[src/rtl/scsd_pkg.sv]
// Constants and types shared by the system clock select and divide block
package scsd_pkg;

  // ----------------------------------------------------------------------
  // Register byte offsets
  // ----------------------------------------------------------------------
  localparam logic [7:0] OFS_CLOCK_CONTROL_A    = 8'h00;  // Sub select, stops, divide-by-8
  localparam logic [7:0] OFS_CLOCK_CONTROL_B    = 8'h04;  // Resistor, pins, divider field
  localparam logic [7:0] OFS_OSC_STOP_DETECT    = 8'h08;  // System clock oscillator select
  localparam logic [7:0] OFS_ONCHIP_OSC_CONTROL = 8'h0c;  // On-chip oscillator enables
  localparam logic [7:0] OFS_CLOCK_STATUS       = 8'h10;  // Read-only live state

  // ----------------------------------------------------------------------
  // Field positions
  // ----------------------------------------------------------------------
  localparam int BIT_SUB_CLOCK_SELECT        = 1;  // In clock_control_a
  localparam int BIT_PERIPH_STOP_IN_WAIT     = 2;  // In clock_control_a
  localparam int BIT_SUB_CLOCK_PIN_FUNCTION  = 4;  // In clock_control_a
  localparam int BIT_MAIN_CLOCK_STOP         = 5;  // In clock_control_a
  localparam int BIT_CPU_DIVIDE_BY_EIGHT     = 6;  // In clock_control_a
  localparam int BIT_SUB_FEEDBACK_RESISTOR   = 2;  // In clock_control_b, 1 = disconnected
  localparam int BIT_MAIN_CLOCK_PIN_FUNCTION = 3;  // In clock_control_b
  localparam int BIT_LOW_SPEED_OSC_CONTROL   = 4;  // In clock_control_b, 0 = on
  localparam int BIT_CPU_DIVIDER_FIELD_LO    = 6;  // In clock_control_b
  localparam int BIT_CPU_DIVIDER_FIELD_HI    = 7;  // In clock_control_b
  localparam int BIT_SYSTEM_CLOCK_OSC_SELECT = 2;  // In osc_stop_detect_reg
  localparam int BIT_HIGH_SPEED_OSC_ENABLE   = 0;  // In onchip_osc_control
  localparam int BIT_ONCHIP_SPEED_SELECT     = 1;  // In onchip_osc_control

  // ----------------------------------------------------------------------
  // Reset values
  // ----------------------------------------------------------------------
  localparam logic [7:0] RST_CLOCK_CONTROL_A    = 8'h60;  // Divide-by-8, main stopped
  localparam logic [7:0] RST_CLOCK_CONTROL_B    = 8'h00;
  localparam logic [7:0] RST_OSC_STOP_DETECT    = 8'h04;  // On-chip oscillator selected
  localparam logic [7:0] RST_ONCHIP_OSC_CONTROL = 8'h00;  // Low-speed on-chip chosen

  // ----------------------------------------------------------------------
  // Division ratios
  // ----------------------------------------------------------------------
  localparam int NUM_PRESCALE              = 4;
  localparam int PRESCALE_RATIO [NUM_PRESCALE] = '{2, 4, 8, 32};  // f2, f4, f8, f32
  localparam int CAPTURE_RATIO             = 128;
  localparam int SUB_RTC_RATIO             = 4;
  localparam int SUB_TIMER_RATIO           = 32;
  localparam logic [4:0] CPU_RATIO_DIV8    = 5'h08;

  // ----------------------------------------------------------------------
  // Enumerations
  // ----------------------------------------------------------------------
  typedef enum logic [1:0] {
    SRC_MAIN = 2'b00,
    SRC_SUB  = 2'b01,
    SRC_HS   = 2'b10,
    SRC_LS   = 2'b11
  } scsd_src_e;

  typedef enum logic [2:0] {
    MODE_NONE      = 3'b000,
    MODE_HS_CLOCK  = 3'b001,
    MODE_LS_CLOCK  = 3'b010,
    MODE_HS_ONCHIP = 3'b011,
    MODE_LS_ONCHIP = 3'b100
  } scsd_mode_e;

endpackage

[src/rtl/scsd_tick_div.sv]
// Tick divider that emits one registered pulse every RATIO input ticks
`timescale 1ns/10ps
module scsd_tick_div #(
  parameter int RATIO = 2
) (
  input  wire logic clk_sys_i,
  input  wire logic resetn_i,
  input  wire logic tick_i,    // Source tick, one cycle wide
  input  wire logic gate_i,    // Counting allowed
  output logic      pulse_o    // Divided tick
);

  localparam int CNT_W = (RATIO > 1) ? $clog2(RATIO) : 1;
  localparam logic [CNT_W-1:0] LAST = CNT_W'(RATIO - 1);

  typedef struct packed {
    logic [CNT_W-1:0] cnt;  // Ticks seen in this period
    logic             pulse;
  } scsd_div_state_s;

  scsd_div_state_s s_q;
  scsd_div_state_s s_d;

  // ----------------------------------------------------------------------
  // Next state
  // ----------------------------------------------------------------------
  always_comb begin
    s_d       = s_q;
    s_d.pulse = 1'b0;
    if (tick_i && gate_i) begin
      // Wrap at the last tick of the period
      if (s_q.cnt == LAST) begin
        s_d.cnt   = '0;
        s_d.pulse = 1'b1;
      end else begin
        s_d.cnt = s_q.cnt + CNT_W'(1);
      end
    end
  end

  // ----------------------------------------------------------------------
  // State register, cleared so the phase is known at release
  // ----------------------------------------------------------------------
  always_ff @(posedge clk_sys_i or negedge resetn_i) begin
    if (!resetn_i) begin
      s_q <= '0;
    end else begin
      s_q <= s_d;
    end
  end

  assign pulse_o = s_q.pulse;

endmodule

[src/rtl/scsd_top.sv]
// System clock source select, CPU divider and derived peripheral clocks
`timescale 1ns/10ps
module scsd_top
  import scsd_pkg::*;
#(
  parameter bit HAS_SUB_OSC = 1'b1  // Variant carries a sub oscillator
) (
  input  wire logic        clk_sys_i,
  input  wire logic        resetn_i,
  // Avalon-MM slave
  input  wire logic [7:0]  avs_address_i,
  input  wire logic        avs_read_i,
  input  wire logic        avs_write_i,
  input  wire logic [31:0] avs_writedata_i,
  input  wire logic [3:0]  avs_byteenable_i,
  output logic      [31:0] avs_readdata_o,
  output logic             avs_waitrequest_o,
  // Oscillator ticks, one cycle wide per source period
  input  wire logic        main_crystal_tick_i,
  input  wire logic        sub_crystal_tick_i,
  input  wire logic        hs_osc_tick_i,
  input  wire logic        ls_osc_tick_i,
  // Power state from the CPU
  input  wire logic        wait_mode_i,
  input  wire logic        stop_mode_i,
  // Oscillator controls
  output logic             main_osc_enable_o,
  output logic             sub_osc_enable_o,
  output logic             sub_feedback_connect_o,
  output logic             hs_osc_enable_o,
  output logic             ls_osc_enable_o,
  // Clock enables
  output logic             cpu_clock_o,
  output logic      [4:0]  prescaled_periph_clock_o,  // f1, f2, f4, f8, f32
  output logic             onchip_periph_clock_o,
  output logic             timer_fast_count_clock_o,
  output logic             converter_fast_clock_o,
  output logic             watchdog_slow_clock_o,
  output logic             capture_div128_clock_o,
  output logic             sub_clock_rtc_source_o,
  output logic             sub_clock_timer_source_o
);

  // ----------------------------------------------------------------------
  // State
  // ----------------------------------------------------------------------
  typedef struct packed {
    logic [7:0]  cca;        // clock_control_a
    logic [7:0]  ccb;        // clock_control_b
    logic [7:0]  osd;        // osc_stop_detect_reg
    logic [7:0]  ooc;        // onchip_osc_control
    logic        waitreq;    // Avalon waitrequest
    logic [31:0] rdata;      // Avalon read data
    scsd_src_e   act_src;    // Source driving the system clock now
    logic [2:0]  act_div;    // Divide-by-8 bit and field in use now
    logic [3:0]  cpu_cnt;    // System ticks in the current CPU period
    logic        stop_prev;  // Stop input one cycle ago
    scsd_mode_e  mode;       // Decoded standard operating mode
    logic        main_en;
    logic        sub_en;
    logic        fb_con;
    logic        hs_en;
    logic        ls_en;
    logic        cpu_clk;
    logic        f1;
    logic        onchip_periph_clock;
    logic        tfast;
    logic        cfast;
    logic        wslow;
  } scsd_top_state_s;

  scsd_top_state_s s_q;
  scsd_top_state_s s_d;

  logic            sys_tick;     // Ticks of the active system clock
  logic            onchip_periph_clock_tick;    // Ticks of the on-chip clock
  logic            sub_tick;     // Gated sub crystal ticks
  logic            periph_gate;  // Prescaled clocks may run
  logic            boundary;     // Last tick of a CPU period
  logic            src_alive;    // Active source still oscillating
  scsd_src_e       req_src;      // Source that the registers ask for
  logic [2:0]      req_div;      // Divider that the registers ask for
  logic            bus_req;      // Read or write pending
  logic            bus_take;     // Access completes at this edge
  logic [7:0]      wbyte;        // Write lane 0

  // Ratio of a divider code {divide-by-8, field}
  function automatic logic [4:0] cpu_ratio(input logic [2:0] code);
    logic [4:0] r;
    r = CPU_RATIO_DIV8;
    if (!code[2]) begin
      case (code[1:0])
        2'b00:   r = 5'h01;
        2'b01:   r = 5'h02;
        2'b10:   r = 5'h04;
        default: r = 5'h10;
      endcase
    end
    return r;
  endfunction

  // ----------------------------------------------------------------------
  // Combinational source and gating terms
  // ----------------------------------------------------------------------
  always_comb begin
    // Crystal path or on-chip clock; sub only on the variant that has it
    if (!s_q.osd[BIT_SYSTEM_CLOCK_OSC_SELECT]) begin
      req_src = (HAS_SUB_OSC && s_q.cca[BIT_SUB_CLOCK_SELECT]) ? SRC_SUB : SRC_MAIN;
    end else begin
      req_src = s_q.ooc[BIT_ONCHIP_SPEED_SELECT] ? SRC_HS : SRC_LS;
    end
    req_div = {s_q.cca[BIT_CPU_DIVIDE_BY_EIGHT],
               s_q.ccb[BIT_CPU_DIVIDER_FIELD_HI], s_q.ccb[BIT_CPU_DIVIDER_FIELD_LO]};
    // Tick and liveness of the source in use
    case (s_q.act_src)
      SRC_MAIN: begin
        sys_tick  = main_crystal_tick_i && s_q.main_en;
        src_alive = s_q.main_en;
      end
      SRC_SUB: begin
        sys_tick  = sub_crystal_tick_i && s_q.sub_en;
        src_alive = s_q.sub_en;
      end
      SRC_HS: begin
        sys_tick  = hs_osc_tick_i && s_q.hs_en;
        src_alive = s_q.hs_en;
      end
      default: begin
        sys_tick  = ls_osc_tick_i && s_q.ls_en;
        src_alive = s_q.ls_en;
      end
    endcase
    sys_tick    = sys_tick && !stop_mode_i;
    onchip_periph_clock_tick   = !stop_mode_i && (s_q.ooc[BIT_ONCHIP_SPEED_SELECT] ?
                  (hs_osc_tick_i && s_q.hs_en) : (ls_osc_tick_i && s_q.ls_en));
    sub_tick    = sub_crystal_tick_i && s_q.sub_en && !stop_mode_i;
    periph_gate = !(wait_mode_i && s_q.cca[BIT_PERIPH_STOP_IN_WAIT]);
    boundary    = sys_tick && (s_q.cpu_cnt == 4'(cpu_ratio(s_q.act_div) - 5'h01));
    bus_req     = avs_read_i || avs_write_i;
    bus_take    = bus_req && !s_q.waitreq;
    wbyte       = avs_writedata_i[7:0];
  end

  // ----------------------------------------------------------------------
  // Next state
  // ----------------------------------------------------------------------
  always_comb begin
    s_d           = s_q;
    s_d.stop_prev = stop_mode_i;
    // Bus: one wait cycle, then the access completes
    s_d.waitreq   = !(bus_req && s_q.waitreq);
    if (bus_req && s_q.waitreq && avs_read_i) begin
      case (avs_address_i)
        OFS_CLOCK_CONTROL_A:    s_d.rdata = {24'h000000, s_q.cca};
        OFS_CLOCK_CONTROL_B:    s_d.rdata = {24'h000000, s_q.ccb};
        OFS_OSC_STOP_DETECT:    s_d.rdata = {24'h000000, s_q.osd};
        OFS_ONCHIP_OSC_CONTROL: s_d.rdata = {24'h000000, s_q.ooc};
        OFS_CLOCK_STATUS:       s_d.rdata = {20'h00000, s_q.mode, s_q.act_src,
                                             s_q.main_en, s_q.sub_en, s_q.hs_en,
                                             s_q.ls_en, s_q.fb_con, 2'b00};
        default:                s_d.rdata = 32'h00000000;  // Unmapped reads zero
      endcase
    end
    // Register writes land on lane 0 at the completing edge
    if (bus_take && avs_write_i && avs_byteenable_i[0]) begin
      case (avs_address_i)
        OFS_CLOCK_CONTROL_A:    s_d.cca = wbyte;
        OFS_CLOCK_CONTROL_B:    s_d.ccb = wbyte;
        OFS_OSC_STOP_DETECT:    s_d.osd = wbyte;
        OFS_ONCHIP_OSC_CONTROL: s_d.ooc = wbyte;
        default:                s_d.cca = s_q.cca;  // Unmapped writes ignored
      endcase
    end
    // Stop entry from high-speed clock mode forces divide-by-8; beats a write
    if (stop_mode_i && !s_q.stop_prev && s_q.mode == MODE_HS_CLOCK) begin
      s_d.cca[BIT_CPU_DIVIDE_BY_EIGHT] = 1'b1;
    end
    // Mode decode, don't-care bits left out
    s_d.mode = MODE_NONE;
    if (!s_q.osd[BIT_SYSTEM_CLOCK_OSC_SELECT]) begin
      if (s_q.ccb[BIT_MAIN_CLOCK_PIN_FUNCTION] && !s_q.cca[BIT_MAIN_CLOCK_STOP] &&
          !s_q.cca[BIT_SUB_CLOCK_SELECT]) begin
        s_d.mode = MODE_HS_CLOCK;
      end else if (HAS_SUB_OSC && s_q.cca[BIT_SUB_CLOCK_PIN_FUNCTION] &&
                   s_q.cca[BIT_SUB_CLOCK_SELECT]) begin
        s_d.mode = MODE_LS_CLOCK;
      end
    end else if (s_q.ooc[BIT_ONCHIP_SPEED_SELECT] && s_q.ooc[BIT_HIGH_SPEED_OSC_ENABLE]) begin
      s_d.mode = MODE_HS_ONCHIP;
    end else if (!s_q.ooc[BIT_ONCHIP_SPEED_SELECT] && !s_q.ccb[BIT_LOW_SPEED_OSC_CONTROL]) begin
      s_d.mode = MODE_LS_ONCHIP;
    end
    // Oscillator controls, everything off in stop
    s_d.main_en = !stop_mode_i && s_q.ccb[BIT_MAIN_CLOCK_PIN_FUNCTION] &&
                  !(s_q.cca[BIT_MAIN_CLOCK_STOP] &&
                    s_q.osd[BIT_SYSTEM_CLOCK_OSC_SELECT]);
    s_d.sub_en  = HAS_SUB_OSC && !stop_mode_i && s_q.cca[BIT_SUB_CLOCK_SELECT] &&
                  s_q.cca[BIT_SUB_CLOCK_PIN_FUNCTION];
    s_d.fb_con  = HAS_SUB_OSC && !stop_mode_i &&
                  !s_q.ccb[BIT_SUB_FEEDBACK_RESISTOR];
    s_d.hs_en   = !stop_mode_i && s_q.ooc[BIT_HIGH_SPEED_OSC_ENABLE];
    s_d.ls_en   = !stop_mode_i && !s_q.ccb[BIT_LOW_SPEED_OSC_CONTROL];
    // CPU divider; switch source and ratio at a period boundary, or at once while the active source is disabled
    s_d.cpu_clk = 1'b0;
    if (!src_alive) begin
      // Old source gone: no pulse can be cut short, take the request now
      s_d.act_src = req_src;
      s_d.act_div = req_div;
      s_d.cpu_cnt = 4'h0;
    end else if (boundary) begin
      s_d.cpu_clk = !wait_mode_i;
      s_d.cpu_cnt = 4'h0;
      s_d.act_src = req_src;
      s_d.act_div = req_div;
    end else if (sys_tick) begin
      s_d.cpu_cnt = s_q.cpu_cnt + 4'h1;
    end
    // Derived clocks
    s_d.f1    = sys_tick && periph_gate;
    s_d.onchip_periph_clock  = onchip_periph_clock_tick;
    s_d.tfast = hs_osc_tick_i && s_q.hs_en && !stop_mode_i;
    s_d.cfast = hs_osc_tick_i && s_q.hs_en && !stop_mode_i;
    s_d.wslow = ls_osc_tick_i && s_q.ls_en && !stop_mode_i;
  end

  // ----------------------------------------------------------------------
  // State register
  // ----------------------------------------------------------------------
  always_ff @(posedge clk_sys_i or negedge resetn_i) begin
    if (!resetn_i) begin
      s_q         <= '0;
      s_q.cca     <= RST_CLOCK_CONTROL_A;
      s_q.ccb     <= RST_CLOCK_CONTROL_B;
      s_q.osd     <= RST_OSC_STOP_DETECT;
      s_q.ooc     <= RST_ONCHIP_OSC_CONTROL;
      s_q.waitreq <= 1'b1;
      s_q.act_src <= SRC_LS;
      s_q.act_div <= 3'b100;
      s_q.mode    <= MODE_NONE;
    end else begin
      s_q <= s_d;
    end
  end

  // ----------------------------------------------------------------------
  // Prescaled peripheral clocks f2 to f32
  // ----------------------------------------------------------------------
  generate
    for (genvar i = 0; i < NUM_PRESCALE; i++) begin : g_pre
      scsd_tick_div #(
        .RATIO     (PRESCALE_RATIO[i])
      ) u_div (
        .clk_sys_i (clk_sys_i),
        .resetn_i  (resetn_i),
        .tick_i    (sys_tick),
        .gate_i    (periph_gate),
        .pulse_o   (prescaled_periph_clock_o[i+1])
      );
    end
  endgenerate

  // Capture clock from the on-chip peripheral clock
  scsd_tick_div #(
    .RATIO     (CAPTURE_RATIO)
  ) u_capture (
    .clk_sys_i (clk_sys_i),
    .resetn_i  (resetn_i),
    .tick_i    (onchip_periph_clock_tick),
    .gate_i    (1'b1),
    .pulse_o   (capture_div128_clock_o)
  );

  // Sub-derived clocks, held low on variants without the sub oscillator
  scsd_tick_div #(
    .RATIO     (SUB_RTC_RATIO)
  ) u_sub_rtc (
    .clk_sys_i (clk_sys_i),
    .resetn_i  (resetn_i),
    .tick_i    (sub_tick),
    .gate_i    (HAS_SUB_OSC),
    .pulse_o   (sub_clock_rtc_source_o)
  );

  scsd_tick_div #(
    .RATIO     (SUB_TIMER_RATIO)
  ) u_sub_tmr (
    .clk_sys_i (clk_sys_i),
    .resetn_i  (resetn_i),
    .tick_i    (sub_tick),
    .gate_i    (HAS_SUB_OSC),
    .pulse_o   (sub_clock_timer_source_o)
  );

  // ----------------------------------------------------------------------
  // Outputs
  // ----------------------------------------------------------------------
  assign avs_readdata_o              = s_q.rdata;
  assign avs_waitrequest_o           = s_q.waitreq;
  assign main_osc_enable_o           = s_q.main_en;
  assign sub_osc_enable_o            = s_q.sub_en;
  assign sub_feedback_connect_o      = s_q.fb_con;
  assign hs_osc_enable_o             = s_q.hs_en;
  assign ls_osc_enable_o             = s_q.ls_en;
  assign cpu_clock_o                 = s_q.cpu_clk;
  assign prescaled_periph_clock_o[0] = s_q.f1;
  assign onchip_periph_clock_o       = s_q.onchip_periph_clock;
  assign timer_fast_count_clock_o    = s_q.tfast;
  assign converter_fast_clock_o      = s_q.cfast;
  assign watchdog_slow_clock_o       = s_q.wslow;

  // ----------------------------------------------------------------------
  // Assertions
  // ----------------------------------------------------------------------
  a_sub_osc_start: assert property (@(posedge clk_sys_i) disable iff (!resetn_i)
    sub_osc_enable_o |-> $past(s_q.cca[BIT_SUB_CLOCK_SELECT] &&
                               s_q.cca[BIT_SUB_CLOCK_PIN_FUNCTION]))
    else $error("sub oscillator started without both enable bits");

  a_stop_halts_all: assert property (@(posedge clk_sys_i) disable iff (!resetn_i)
    stop_mode_i ##1 stop_mode_i |=> !cpu_clock_o && !sub_feedback_connect_o &&
                                    prescaled_periph_clock_o == 5'h00 && !onchip_periph_clock_o)
    else $error("clock or feedback resistor active in stop");

  a_stop_div8_set: assert property (@(posedge clk_sys_i) disable iff (!resetn_i)
    ($rose(stop_mode_i) && s_q.mode == MODE_HS_CLOCK) |=> s_q.cca[BIT_CPU_DIVIDE_BY_EIGHT])
    else $error("divide-by-8 not forced at stop entry");

  a_wait_periph_off: assert property (@(posedge clk_sys_i) disable iff (!resetn_i)
    $past(wait_mode_i && s_q.cca[BIT_PERIPH_STOP_IN_WAIT]) |-> prescaled_periph_clock_o == 5'h00)
    else $error("prescaled clock ran in wait with stop bit set");

  a_cpu_ratio: assert property (@(posedge clk_sys_i) disable iff (!resetn_i)
    cpu_clock_o |-> $past(s_q.cpu_cnt) == 4'(cpu_ratio($past(s_q.act_div)) - 5'h01))
    else $error("CPU pulse at wrong divider count");

  a_hs_mode_dec: assert property (@(posedge clk_sys_i) disable iff (!resetn_i)
    (!s_q.osd[BIT_SYSTEM_CLOCK_OSC_SELECT] && s_q.ccb[BIT_MAIN_CLOCK_PIN_FUNCTION] &&
     !s_q.cca[BIT_MAIN_CLOCK_STOP] && !s_q.cca[BIT_SUB_CLOCK_SELECT]) |=>
     s_q.mode == MODE_HS_CLOCK)
    else $error("high-speed clock mode not decoded");

  a_fast_clk_gate: assert property (@(posedge clk_sys_i) disable iff (!resetn_i)
    (timer_fast_count_clock_o || converter_fast_clock_o) |->
    ($past(s_q.ooc[BIT_HIGH_SPEED_OSC_ENABLE], 2) && $past(hs_osc_tick_i)))
    else $error("fast clock without high-speed enable");

  a_slow_clk_gate: assert property (@(posedge clk_sys_i) disable iff (!resetn_i)
    watchdog_slow_clock_o |->
    ($past(!s_q.ccb[BIT_LOW_SPEED_OSC_CONTROL], 2) && $past(ls_osc_tick_i)))
    else $error("watchdog clock with low-speed oscillator off");

  a_main_stop_guard: assert property (@(posedge clk_sys_i) disable iff (!resetn_i)
    (!s_q.osd[BIT_SYSTEM_CLOCK_OSC_SELECT] && s_q.ccb[BIT_MAIN_CLOCK_PIN_FUNCTION] &&
     !stop_mode_i) |=> main_osc_enable_o)
    else $error("main crystal stopped while on the crystal path");

endmodule

[config.mk]
export PLATFORM = sky130hd
export DESIGN_NAME = scsd_top
export DESIGN_NICKNAME = d
export VERILOG_FILES = /design/src/rtl/scsd_pkg.sv /design/src/rtl/scsd_tick_div.sv /design/src/rtl/scsd_top.sv
export SDC_FILE = /design/constraint.sdc
export NUM_CORES = 1
export LEC_CHECK = 0
export BUFFER_PORTS_ARGS = -buffer_cell sky130_fd_sc_hd__buf_4
export CAP_MARGIN = 20
export CORE_MARGIN = 4
export CORE_UTILIZATION = 45
export CTS_CLUSTER_DIAMETER = 30
export DETAILED_ROUTE_END_ITERATION = 12
export MAX_ROUTING_LAYER = met4
export PLACE_DENSITY_LB_ADDON = 0.3
export SYNTH_ARGS = -nofsm -noshare
export SYNTH_HDL_FRONTEND = slang
export SYNTH_HIERARCHICAL = 1
export SYNTH_SLANG_ARGS = --single-unit
[constraint.sdc]
create_clock -name clk_sys_i -period 4.2 [get_ports clk_sys_i]
set_input_delay 0.63 -clock clk_sys_i [delete_from_list [all_inputs] [get_ports clk_sys_i]]
set_output_delay 0.63 -clock clk_sys_i [all_outputs]
set_load 0.01 [all_outputs]
==> flow_metrics.tcl, run 1 <==
set metrics [dict create \
    status "finished clean" \
    cts_max_level 3 \
    hold_path_class "in -> async" \
    path_clk_slew_ns 0.09 \
    finalInstanceArea_um2 5350 \
    antenna_found_initial 0 \
    grt_pass1_vias 3074 \
    slew_headroom_pct 43.6 \
    antenna_cells 0 \
    cp_slowest_cell "dfrtp_1" \
    routed_wl_mm 8.98 \
    r2r_slack_ns 1.64 \
    p_int_uw 1340 \
    finalCritPeriodShare_pct 60.9 \
    cts_root_buf "clkbuf_8" \
    power_frac_comb_pct 7.8 \
    power_uw 1770 \
    cts_sinks 100 \
    start_util_pct 46.1 \
    cts_tree "yes" \
    p_clk_share_pct 35.1 \
    synth.area.top_cells "dfrtp_1 (49%), mux2_2 (9.8%), buf_4 (5.4%)" \
    synth_common_cells "dfrtp_1 (93), nand2_1 (42), mux2_2 (41), buf_4 (34), o21ai_0 (21)" \
    final_nets 513 \
    grt_max_degree 69 \
    power_switching_uw 439 \
    skew_ns 0.0130 \
    rows 37 \
    ys_types 55 \
    slowest_delay_ns 0.43 \
    postLayoutCoreUtil_pct 52.1 \
    placed_area_um2 5150 \
    drtIter0Drc 128 \
    io_pins 105 \
    p_leak_uw 0.00261 \
    setup_tns_ns 0 \
    endpoint_kind "flop" \
    crit_required_ns 4.45 \
    syn2layout_area_growth_pct 13.1 \
    critPathKind "reg -> reg" \
    synth_sequential_area_ratio_pct 53.0 \
    postCtsSetupRepairBufs 0 \
    grt_overflow 0 \
    avgSynthCellArea_um2 12.0 \
    final-max-slew-violation-count 0 \
    cts_buffer_depth 2 \
    timing.rr.end "s_q[20]$_DFFE_PN0P_" \
    die_h_um 111 \
    die_area_um2 12200 \
    grt_pass1_wl_mm 15.3 \
    r2r_start "s_q[19]$_DFFE_PN0P_" \
    cts-buffers-inserted 9 \
    cts_resized 0 \
    rsz0062_at_grt "false" \
    rr_worst_depth 7 \
    clkLatencyLatePin_ns 0.37 \
    path_max_fanout 8 \
    synthFlopType "dfrtp_1" \
    max_cap_viol_count 0 \
    post_drt_wl_per_cell_um 15.2 \
    worstPathCellList "or3_1 -> ha_1 -> xnor2_1 -> a21oi_1 -> nand4_1 -> o21bai_2 -> mux2_2" \
    critPathTopFamily "simple AND/OR/NAND/NOR gates" \
    crit_buf_inv 0 \
    drive_above_1_share_pct 33.6 \
    worstSetupStartpointType "flop" \
    syn_area_um2 4730 \
    yosysWarningCount 6 \
    fin_crit_ns 2.56 \
    tightest_slew_ns 0.839 \
    timing.hold.ws_ns 0.352 \
    synth_seq_cells 100 \
    synth-edff-count 0 \
    io_buffers 57 \
    p_seq_share_pct 57.1 \
    coreArea_um2 10300 \
    fmax_mhz 391 \
    yosysTopAreaCellShare_pct 49.2 \
    synth_top_area_cell "dfrtp_1" \
    grt_use_total_pct 15.8 \
    vias_per_cell 5.13 \
    crit_arrival_ns 2.81 \
    drc 0 \
    hold_buffers 0 \
    async_flop_share_pct 100 \
    vias 3019 \
    die-width_um 111 \
    finalHoldViolations 0 \
    power_density_nw_per_um2 332 \
    finalSetupViolations 0 \
    ir_drop_v 0.000232 \
    syn_inst 395 \
    ant_nets 0 \
    place_hpwl_mm 6.57 \
    p_sw_share_pct 24.7 \
    yosysMostFrequentCell "dfrtp_1" \
    drtPass1Iterations 4 \
    finalWeightedCongestion 0.786 \
]
-- layer usage --
layer / part of all wire, % / vias up / wire length [um] / GRT usage (%)
met5: 0 / - / 0 / -
met2: 50 / 47 / 4450 / 24.9
li1: - / 1452 / - / -
met4: 0.87 / 0 / 78 / 3.12
met1: 46 / 1513 / 4110 / 20.4
met3: 3.9 / 7 / 346 / 4.77
-- final cells by class --
cell class,count,area (um^2)
Fill cell,918,4920
Clock buffer,10,138
Sequential cell,100,2510
Clock inverter,6,63.8
Multi-Input combinational cell,273,2010
Tap cell,136,170
Inverter,6,22.5
Timing Repair Buffer,58,435
-- placed cells by master, fill, tap and decap left out, types with 4 or more instances in the layout --
master / netlist / routed
a22oi_1: 6 / 6
mux2_2: 41 / 41
nor3_1: 4 / 4
conb_1: 2 / 27
mux4_2: 8 / 8
dfrtp_1: 93 / 93
o21ai_0: 21 / 21
inv_1: 6 / 6
a31oi_1: 5 / 5
and3_2: 4 / 4
ha_1: 11 / 11
buf_4: 34 / 58
nand2_1: 42 / 42
nor2_1: 18 / 18
mux2_1: 4 / 4
and3_1: 5 / 5
o21ai_1: 8 / 8
nand2_2: 4 / 4
dfstp_2: 7 / 7
nand3_1: 10 / 10
xnor2_1: 5 / 5
a21oi_1: 6 / 6
clkbuf_8: 0 / 10
-- cells by family (layout without fill, tap and decap cells) --
family,Yosys count,count (layout),share of synthesized area [%]
other cells,2,27,0.159
buf+inv,47,80,6.45
flops,100,100,53.0
compound gates,58,58,7.64
xor+xnor,7,7,1.29
simple gates,112,112,12.6
mux,58,58,15.9
fa+ha+maj,11,11,2.91
-- power groups by stage --
stage | Clock (uW) | Combinational (uW) | Sequential (uW)
finish | 622 | 138 | 1010
global route | 688 | 158 | 1020
CTS | 646 | 141 | 1010
detailed placement | 0 | 141 | 1030
global placement | 0 | 136 | 1030
floorplan | 0 | 91.2 | 1030
-- how the worst max path moves through the flow --
stage,from,to,slack [ns],cells after the start
finish,s_q[19]$_DFFE_PN0P_,s_q[20]$_DFFE_PN0P_,1.64,7
global route,s_q[19]$_DFFE_PN0P_,s_q[19]$_DFFE_PN0P_,1.41,7
CTS,s_q[19]$_DFFE_PN0P_,s_q[20]$_DFFE_PN0P_,1.62,7
detailed placement,avs_address_i[7],s_q[78]$_DFFE_PN0P_,1.60,5
global placement,avs_address_i[7],req_div[1]$_DFFE_PN0P_,1.65,5
floorplan,s_q[20]$_DFFE_PN0P_,s_q[19]$_DFFE_PN0P_,1.88,7
-- flip-flops by register name, summed over array words and instances (netlist names), 2 cells and up --
register,flops
g_pre.u_div/s_q,11
avs_readdata_o,12
s_q,42
g_pre.u_div/pulse_o,4
u_sub_rtc/s_q,2
req_div,3
u_sub_tmr/s_q,5
u_capture/s_q,7
-- stage by stage --
stage	setup slack [ns]	std cells
finish	1.64	589
global route	1.41	589
CTS	1.62	589
detailed placement	1.60	573
global placement	1.65	573
floorplan	1.88	420
(Power assumes the default switching activity.)
==> inputs of run 2 (changes only) <==
==> constraint.sdc (replaced) <==
create_clock -name clk_sys_i -period 2.5 [get_ports clk_sys_i]
set_input_delay 0.375 -clock clk_sys_i [delete_from_list [all_inputs] [get_ports clk_sys_i]]
set_output_delay 0.375 -clock clk_sys_i [all_outputs]
set_load 0.01 [all_outputs]
==> flow_metrics.tcl, run 2 (same netlist as run 1, synthesis figures left out) <==
set metrics [dict create \
    ir_drop_v 0.000292 \
    die_area_um2 12200 \
    place_hpwl_mm 6.76 \
    cp_slowest_cell "dfrtp_1" \
    crit_required_ns 2.75 \
    layout.cells.non_filler 595 \
    worstSetupStartpointType "flop" \
    io_pins 105 \
    cts-buffers-inserted 9 \
    cts_tree "yes" \
    grt_max_degree 60 \
    slew_headroom_pct 59.0 \
    postCtsSetupRepairBufs 0 \
    rows 37 \
    layout_commonest_cell "dfrtp_1" \
    endpoint_kind "flop" \
    grt_overflow 0 \
    worst_slack_ns 0.170 \
    crit_arrival_ns 2.58 \
    cts_resized 0 \
    holdPathStages 2 \
    grt_use_total_pct 15.8 \
    cts_max_level 3 \
    ant_nets 0 \
    drtPass1Iterations 6 \
    rsz0062_at_grt "false" \
    die-width_um 111 \
    cts_buffer_depth 2 \
    hold_path_class "in -> reg" \
    largest_register_ffs 42 \
    finalCritPeriodShare_pct 93.2 \
    crit_buf_inv 0 \
    timing.rr.end "s_q[19]$_DFFE_PN0P_" \
    placed_cells 578 \
    final_nets 519 \
    path_max_fanout 5 \
    post_drt_wl_per_cell_um 15.3 \
    start_util_pct 46.1 \
    finalHoldViolations 0 \
    grt_pass1_wl_mm 15.4 \
    use_met3_pct 4.11 \
    slowest_delay_ns 0.42 \
    largest-register "s_q" \
    skew_ns 0.0178 \
    r2r_slack_ns 0.17 \
    routed_wl_mm 9.11 \
    antenna_found_initial 0 \
    fin_crit_ns 2.33 \
    grt_pass1_vias 3200 \
    drc 0 \
    cts_sinks 100 \
    syn2layout_area_growth_pct 14.1 \
    r2r_start "s_q[20]$_DFFE_PN0P_" \
    tightest_slew_ns 0.612 \
    drtIter0Drc 174 \
    worstPathCellList "or3_1 -> ha_1 -> xnor2_1 -> a21oi_1 -> nand4_1 -> o21bai_2 -> mux2_2" \
    final_cell_mix "dfrtp_1 (93), buf_4 (62), nand2_1 (42)" \
    critPathKind "reg -> reg" \
    finalSetupViolations 0 \
    hold_end "avs_waitrequest_o$_DFF_PN1_" \
    die_h_um 111 \
    setup_tns_ns 0 \
    status "finished clean" \
    pre_cts_ws_ns 0.183 \
    coreArea_um2 10300 \
    met2_usage_pct 25.5 \
    fmax_mhz 429 \
    rr_worst_depth 7 \
    finalWeightedCongestion 0.772 \
    antenna_cells 0 \
    path_clk_slew_ns 0.10 \
    clkLatencyLatePin_ns 0.37 \
    power_density_nw_per_um2 547 \
    vias 3072 \
    busiest_layer "met2" \
    drive_above_1_share_pct 34.2 \
    io_buffers 57 \
    grt_use_met1_pct 20.0 \
    hold_start "avs_read_i" \
    vias_per_cell 5.16 \
    max_cap_viol_count 0 \
    final-max-slew-violation-count 0 \
    critPathTopFamily "simple AND/OR/NAND/NOR gates" \
    p_leak_uw 0.00264 \
    cts_root_buf "clkbuf_8" \
]
## run 2: worst register-to-register path: cells and delay by family (launching register included)
family	cells	cell delay (ns)
simple gates	2	0.56
mux	1	0.37
xor+xnor	1	0.12
flops	1	0.42
fa+ha+maj	1	0.32
compound gates	2	0.42
## run 2: layout make-up
| cell class | count | area, um^2 |
|---|---|---|
| sequential | 100 | 2510 |
| multi-input combinational | 273 | 2010 |
| inverter | 6 | 22.5 |
| clock buffer | 9 | 124 |
| fill | 926 | 4870 |
| clock inverter | 7 | 67.6 |
| tap | 136 | 170 |
| timing repair buffer | 64 | 495 |
## run 2: how the worst max path moves through the flow
stage                             start                     end  slack (ns)  cells after the start
floorplan           s_q[20]$_DFFE_PN0P_     s_q[19]$_DFFE_PN0P_        0.18                      7
global placement       avs_address_i[7]  req_div[1]$_DFFE_PN0P_        0.20                      5
detailed placement  s_q[20]$_DFFE_PN0P_     s_q[19]$_DFFE_PN0P_        0.18                      7
CTS                 s_q[20]$_DFFE_PN0P_     s_q[19]$_DFFE_PN0P_        0.17                      7
global route        s_q[20]$_DFFE_PN0P_     s_q[19]$_DFFE_PN0P_        0.02                      7
finish              s_q[20]$_DFFE_PN0P_     s_q[19]$_DFFE_PN0P_        0.17                      7
## run 2: stage by stage
| step | hold WS [ns] | instance area, um^2 | util (%) | total power (uW) |
|---|---|---|---|---|
| after floorplan | 0.0794 | 4830 | - | 1880 |
| after global placement | 0.392 | 5200 | 50.6 | 1970 |
| after detailed placement | 0.400 | 5200 | 50.6 | 1980 |
| after CTS | 0.163 | 5400 | 52.6 | 2980 |
| after global routing | 0.153 | 5400 | 52.6 | 3100 |
| final | 0.170 | 5400 | 52.6 | 2950 |
## run 2: report_power, final
group	leakage [uW]	internal (uW)	total (uW)	switching [uW]
sequential	0.00135	1670	1700	38.9
clock	0.0000958	390	1000	612
combinational	0.00120	104	246	143
total	0.00264	2160	2950	794
## run 2: what timing repair did
item | CTS | global route
setup endpoints to repair | 0 | 0
hold endpoints to repair | 1 | 0
hold buffers | 1 | 0
## run 2: metal layers
layer	up-vias	wire, um
li1	1462	-
met2	64	4640
met3	12	331
met1	1534	4010
met5	-	0
met4	0	134
==> inputs of run 3 (changes only) <==
--- a/config.mk
+++ b/config.mk
@@ -7,7 +7,6 @@
 export LEC_CHECK = 0
 export BUFFER_PORTS_ARGS = -buffer_cell sky130_fd_sc_hd__buf_4
 export CAP_MARGIN = 20
-export CORE_MARGIN = 4
 export CORE_UTILIZATION = 45
 export CTS_CLUSTER_DIAMETER = 30
 export DETAILED_ROUTE_END_ITERATION = 12
==> constraint.sdc (replaced) <==
create_clock -name clk_sys_i -period 1.96 [get_ports clk_sys_i]
set_input_delay 0.294 -clock clk_sys_i [delete_from_list [all_inputs] [get_ports clk_sys_i]]
set_output_delay 0.294 -clock clk_sys_i [all_outputs]
set_load 0.01 [all_outputs]
==> flow_metrics.tcl, run 3 (same netlist as run 1, synthesis figures left out) <==
set metrics [dict create \
    critPathKind "reg -> reg" \
    layout.cells.non_filler 615 \
    clkLatencyLatePin_ns 0.38 \
    layout_commonest_cell "dfrtp_1" \
    drive_above_1_share_pct 38.8 \
    crit_path_end "s_q[20]$_DFFE_PN0P_" \
    die-width_um 105 \
    grt_pass1_vias 3158 \
    cts_sinks 100 \
    io_buffers 57 \
    p_int_uw 2880 \
    slew_headroom_pct 58.8 \
    drtIter0Drc 191 \
    antenna_found_initial 0 \
    final_cell_mix "dfrtp_1 (93), buf_4 (79), nand2_1 (41)" \
    fin_crit_ns 2.13 \
    max_cap_viol_count 0 \
    worst_slack_ns -0.174 \
    start_util_pct 46.1 \
    ir_drop_v 0.000425 \
    r2r_start "s_q[19]$_DFFE_PN0P_" \
    violations "setup timing" \
    grt_use_total_pct 18.7 \
    crit_required_ns 2.22 \
    grt_overflow 0 \
    antenna_cells 0 \
    status "finished, violations left" \
    path_clk_slew_ns 0.09 \
    grt_max_degree 101 \
    coreArea_um2 10300 \
    power_frac_comb_pct 9.1 \
    p_leak_uw 0.00277 \
    rsz0062_at_grt "true" \
    r2r_slack_ns -0.17 \
    finalWeightedCongestion 0.772 \
    p_seq_share_pct 56.6 \
    postLayoutCoreUtil_pct 55.3 \
    power_switching_uw 961 \
    rr_worst_depth 7 \
    placed_cells 589 \
    timing.rr.end "s_q[20]$_DFFE_PN0P_" \
    p_sw_share_pct 25.0 \
    cp_slowest_cell "or3_4" \
    cp-startpoint "s_q[19]$_DFFE_PN0P_" \
    tightest_slew_ns 0.617 \
    drc 0 \
    routed_wl_mm 9.16 \
    cts_buffer_depth 2 \
    die_h_um 105 \
    skew_ns 0.0165 \
    io_pins 105 \
    vias 3144 \
    hold_path_class "in -> reg" \
    path_max_fanout 5 \
    p_clk_share_pct 34.3 \
    power_density_nw_per_um2 675 \
    crit_buf_inv 0 \
    final-max-slew-violation-count 0 \
    worstPathCellList "or3_4 -> ha_4 -> xnor2_1 -> a21oi_1 -> nand4_1 -> o21bai_4 -> mux2_4" \
    drtPass1Iterations 4 \
    endpoint_kind "flop" \
    cts-buffers-inserted 9 \
    final_nets 539 \
    place_hpwl_mm 6.45 \
    critPathTopFamily "simple AND/OR/NAND/NOR gates" \
    die_area_um2 10900 \
    slowest_delay_ns 0.40 \
    post_drt_wl_per_cell_um 14.9 \
    finalHoldViolations 0 \
    setup_tns_ns -0.885 \
    vias_per_cell 5.11 \
    cts_max_level 3 \
    cts_tree "yes" \
    finalCritPeriodShare_pct 109 \
    worstSetupPathDepth 7 \
    syn2layout_area_growth_pct 20.1 \
    finalSetupViolations 9 \
    crit_arrival_ns 2.39 \
    largest-register "s_q" \
    largest_register_ffs 42 \
    fmax_mhz 469 \
    ant_nets 0 \
    rows 37 \
    cts_root_buf "clkbuf_8" \
    grt_pass1_wl_mm 15.4 \
    timing.hold.ws_ns 0.0793 \
    worstSetupStartpointType "flop" \
]
-- run 3: cell count changes in the layout (fill, tap and decap cells not counted), moves of 2 or more --
cell,before,now
mux2_4,3,6
buf_4,62,79
inv_8,3,0
buf_6,0,2
nand2_2,4,2
nand2_4,0,2
mux2_2,41,38
-- run 3: area by class of cell --
cell class	instances	area (um^2)
Fill cell	885	4590
Sequential cell	100	2510
Multi-Input combinational cell	273	2110
Timing Repair Buffer	84	666
Tap cell	136	170
Clock buffer	10	128
Clock inverter	6	72.6
Inverter	6	25.0
-- run 3: metal layers --
metal	up-vias	GRT usage, %	wire [um]
met2	53	30.9	4700
met4	0	6.64	158
met5	-	-	0
li1	1503	-	-
met3	13	4.87	354
met1	1575	22.1	3950
-- run 3: stage by stage --
step	total power (uW)	setup WS (ns)	instance area, um^2
floorplan	2410	-0.261	4880
global placement	2540	-0.144	5330
detailed placement	2550	-0.159	5330
CTS	3890	-0.138	5610
global route	4010	-0.270	5690
finish	3840	-0.174	5690
-- run 3: worst register-to-register path, delay by kind of cell (launching register included) --
family	cells	cell delay [ns]
compound gates	2	0.40
xor+xnor	1	0.11
fa+ha+maj	1	0.22
flops	1	0.39
mux	1	0.33
simple gates	2	0.58
-- run 3: timing repair --
item                       4_1_cts  5_1_grt
buffers inserted                 8        3
gates resized for setup          2       11
pin swaps                        6        7
hold endpoints to repair        85        0
setup endpoints to repair       10       21
hold buffers                     1        0
-- run 3: worst min-delay path by stage --
stage                    start                           endpoint  slack [ns]  depth (start not counted)
CTS                 avs_read_i        avs_waitrequest_o$_DFF_PN1_        0.05                          2
finish              avs_read_i        avs_waitrequest_o$_DFF_PN1_        0.08                          2
global route        avs_read_i        avs_waitrequest_o$_DFF_PN1_        0.05                          2
global placement      resetn_i  g_pre[1].u_div/s_q[2]$_DFFE_PN0P_        0.39                          2
floorplan             resetn_i      avs_readdata_o[0]$_DFFE_PN0P_      -0.002                          0
detailed placement    resetn_i  g_pre[1].u_div/s_q[2]$_DFFE_PN0P_        0.40                          2
-- run 3: power groups by stage --
| stage | combinational, uW | sequential, uW | clock, uW |
|---|---|---|---|
| after global placement | 326 | 2210 | 0 |
| final | 351 | 2170 | 1320 |
| after global routing | 391 | 2180 | 1430 |
| after floorplan | 207 | 2200 | 0 |
| after CTS | 349 | 2170 | 1370 |
| after detailed placement | 339 | 2210 | 0 |
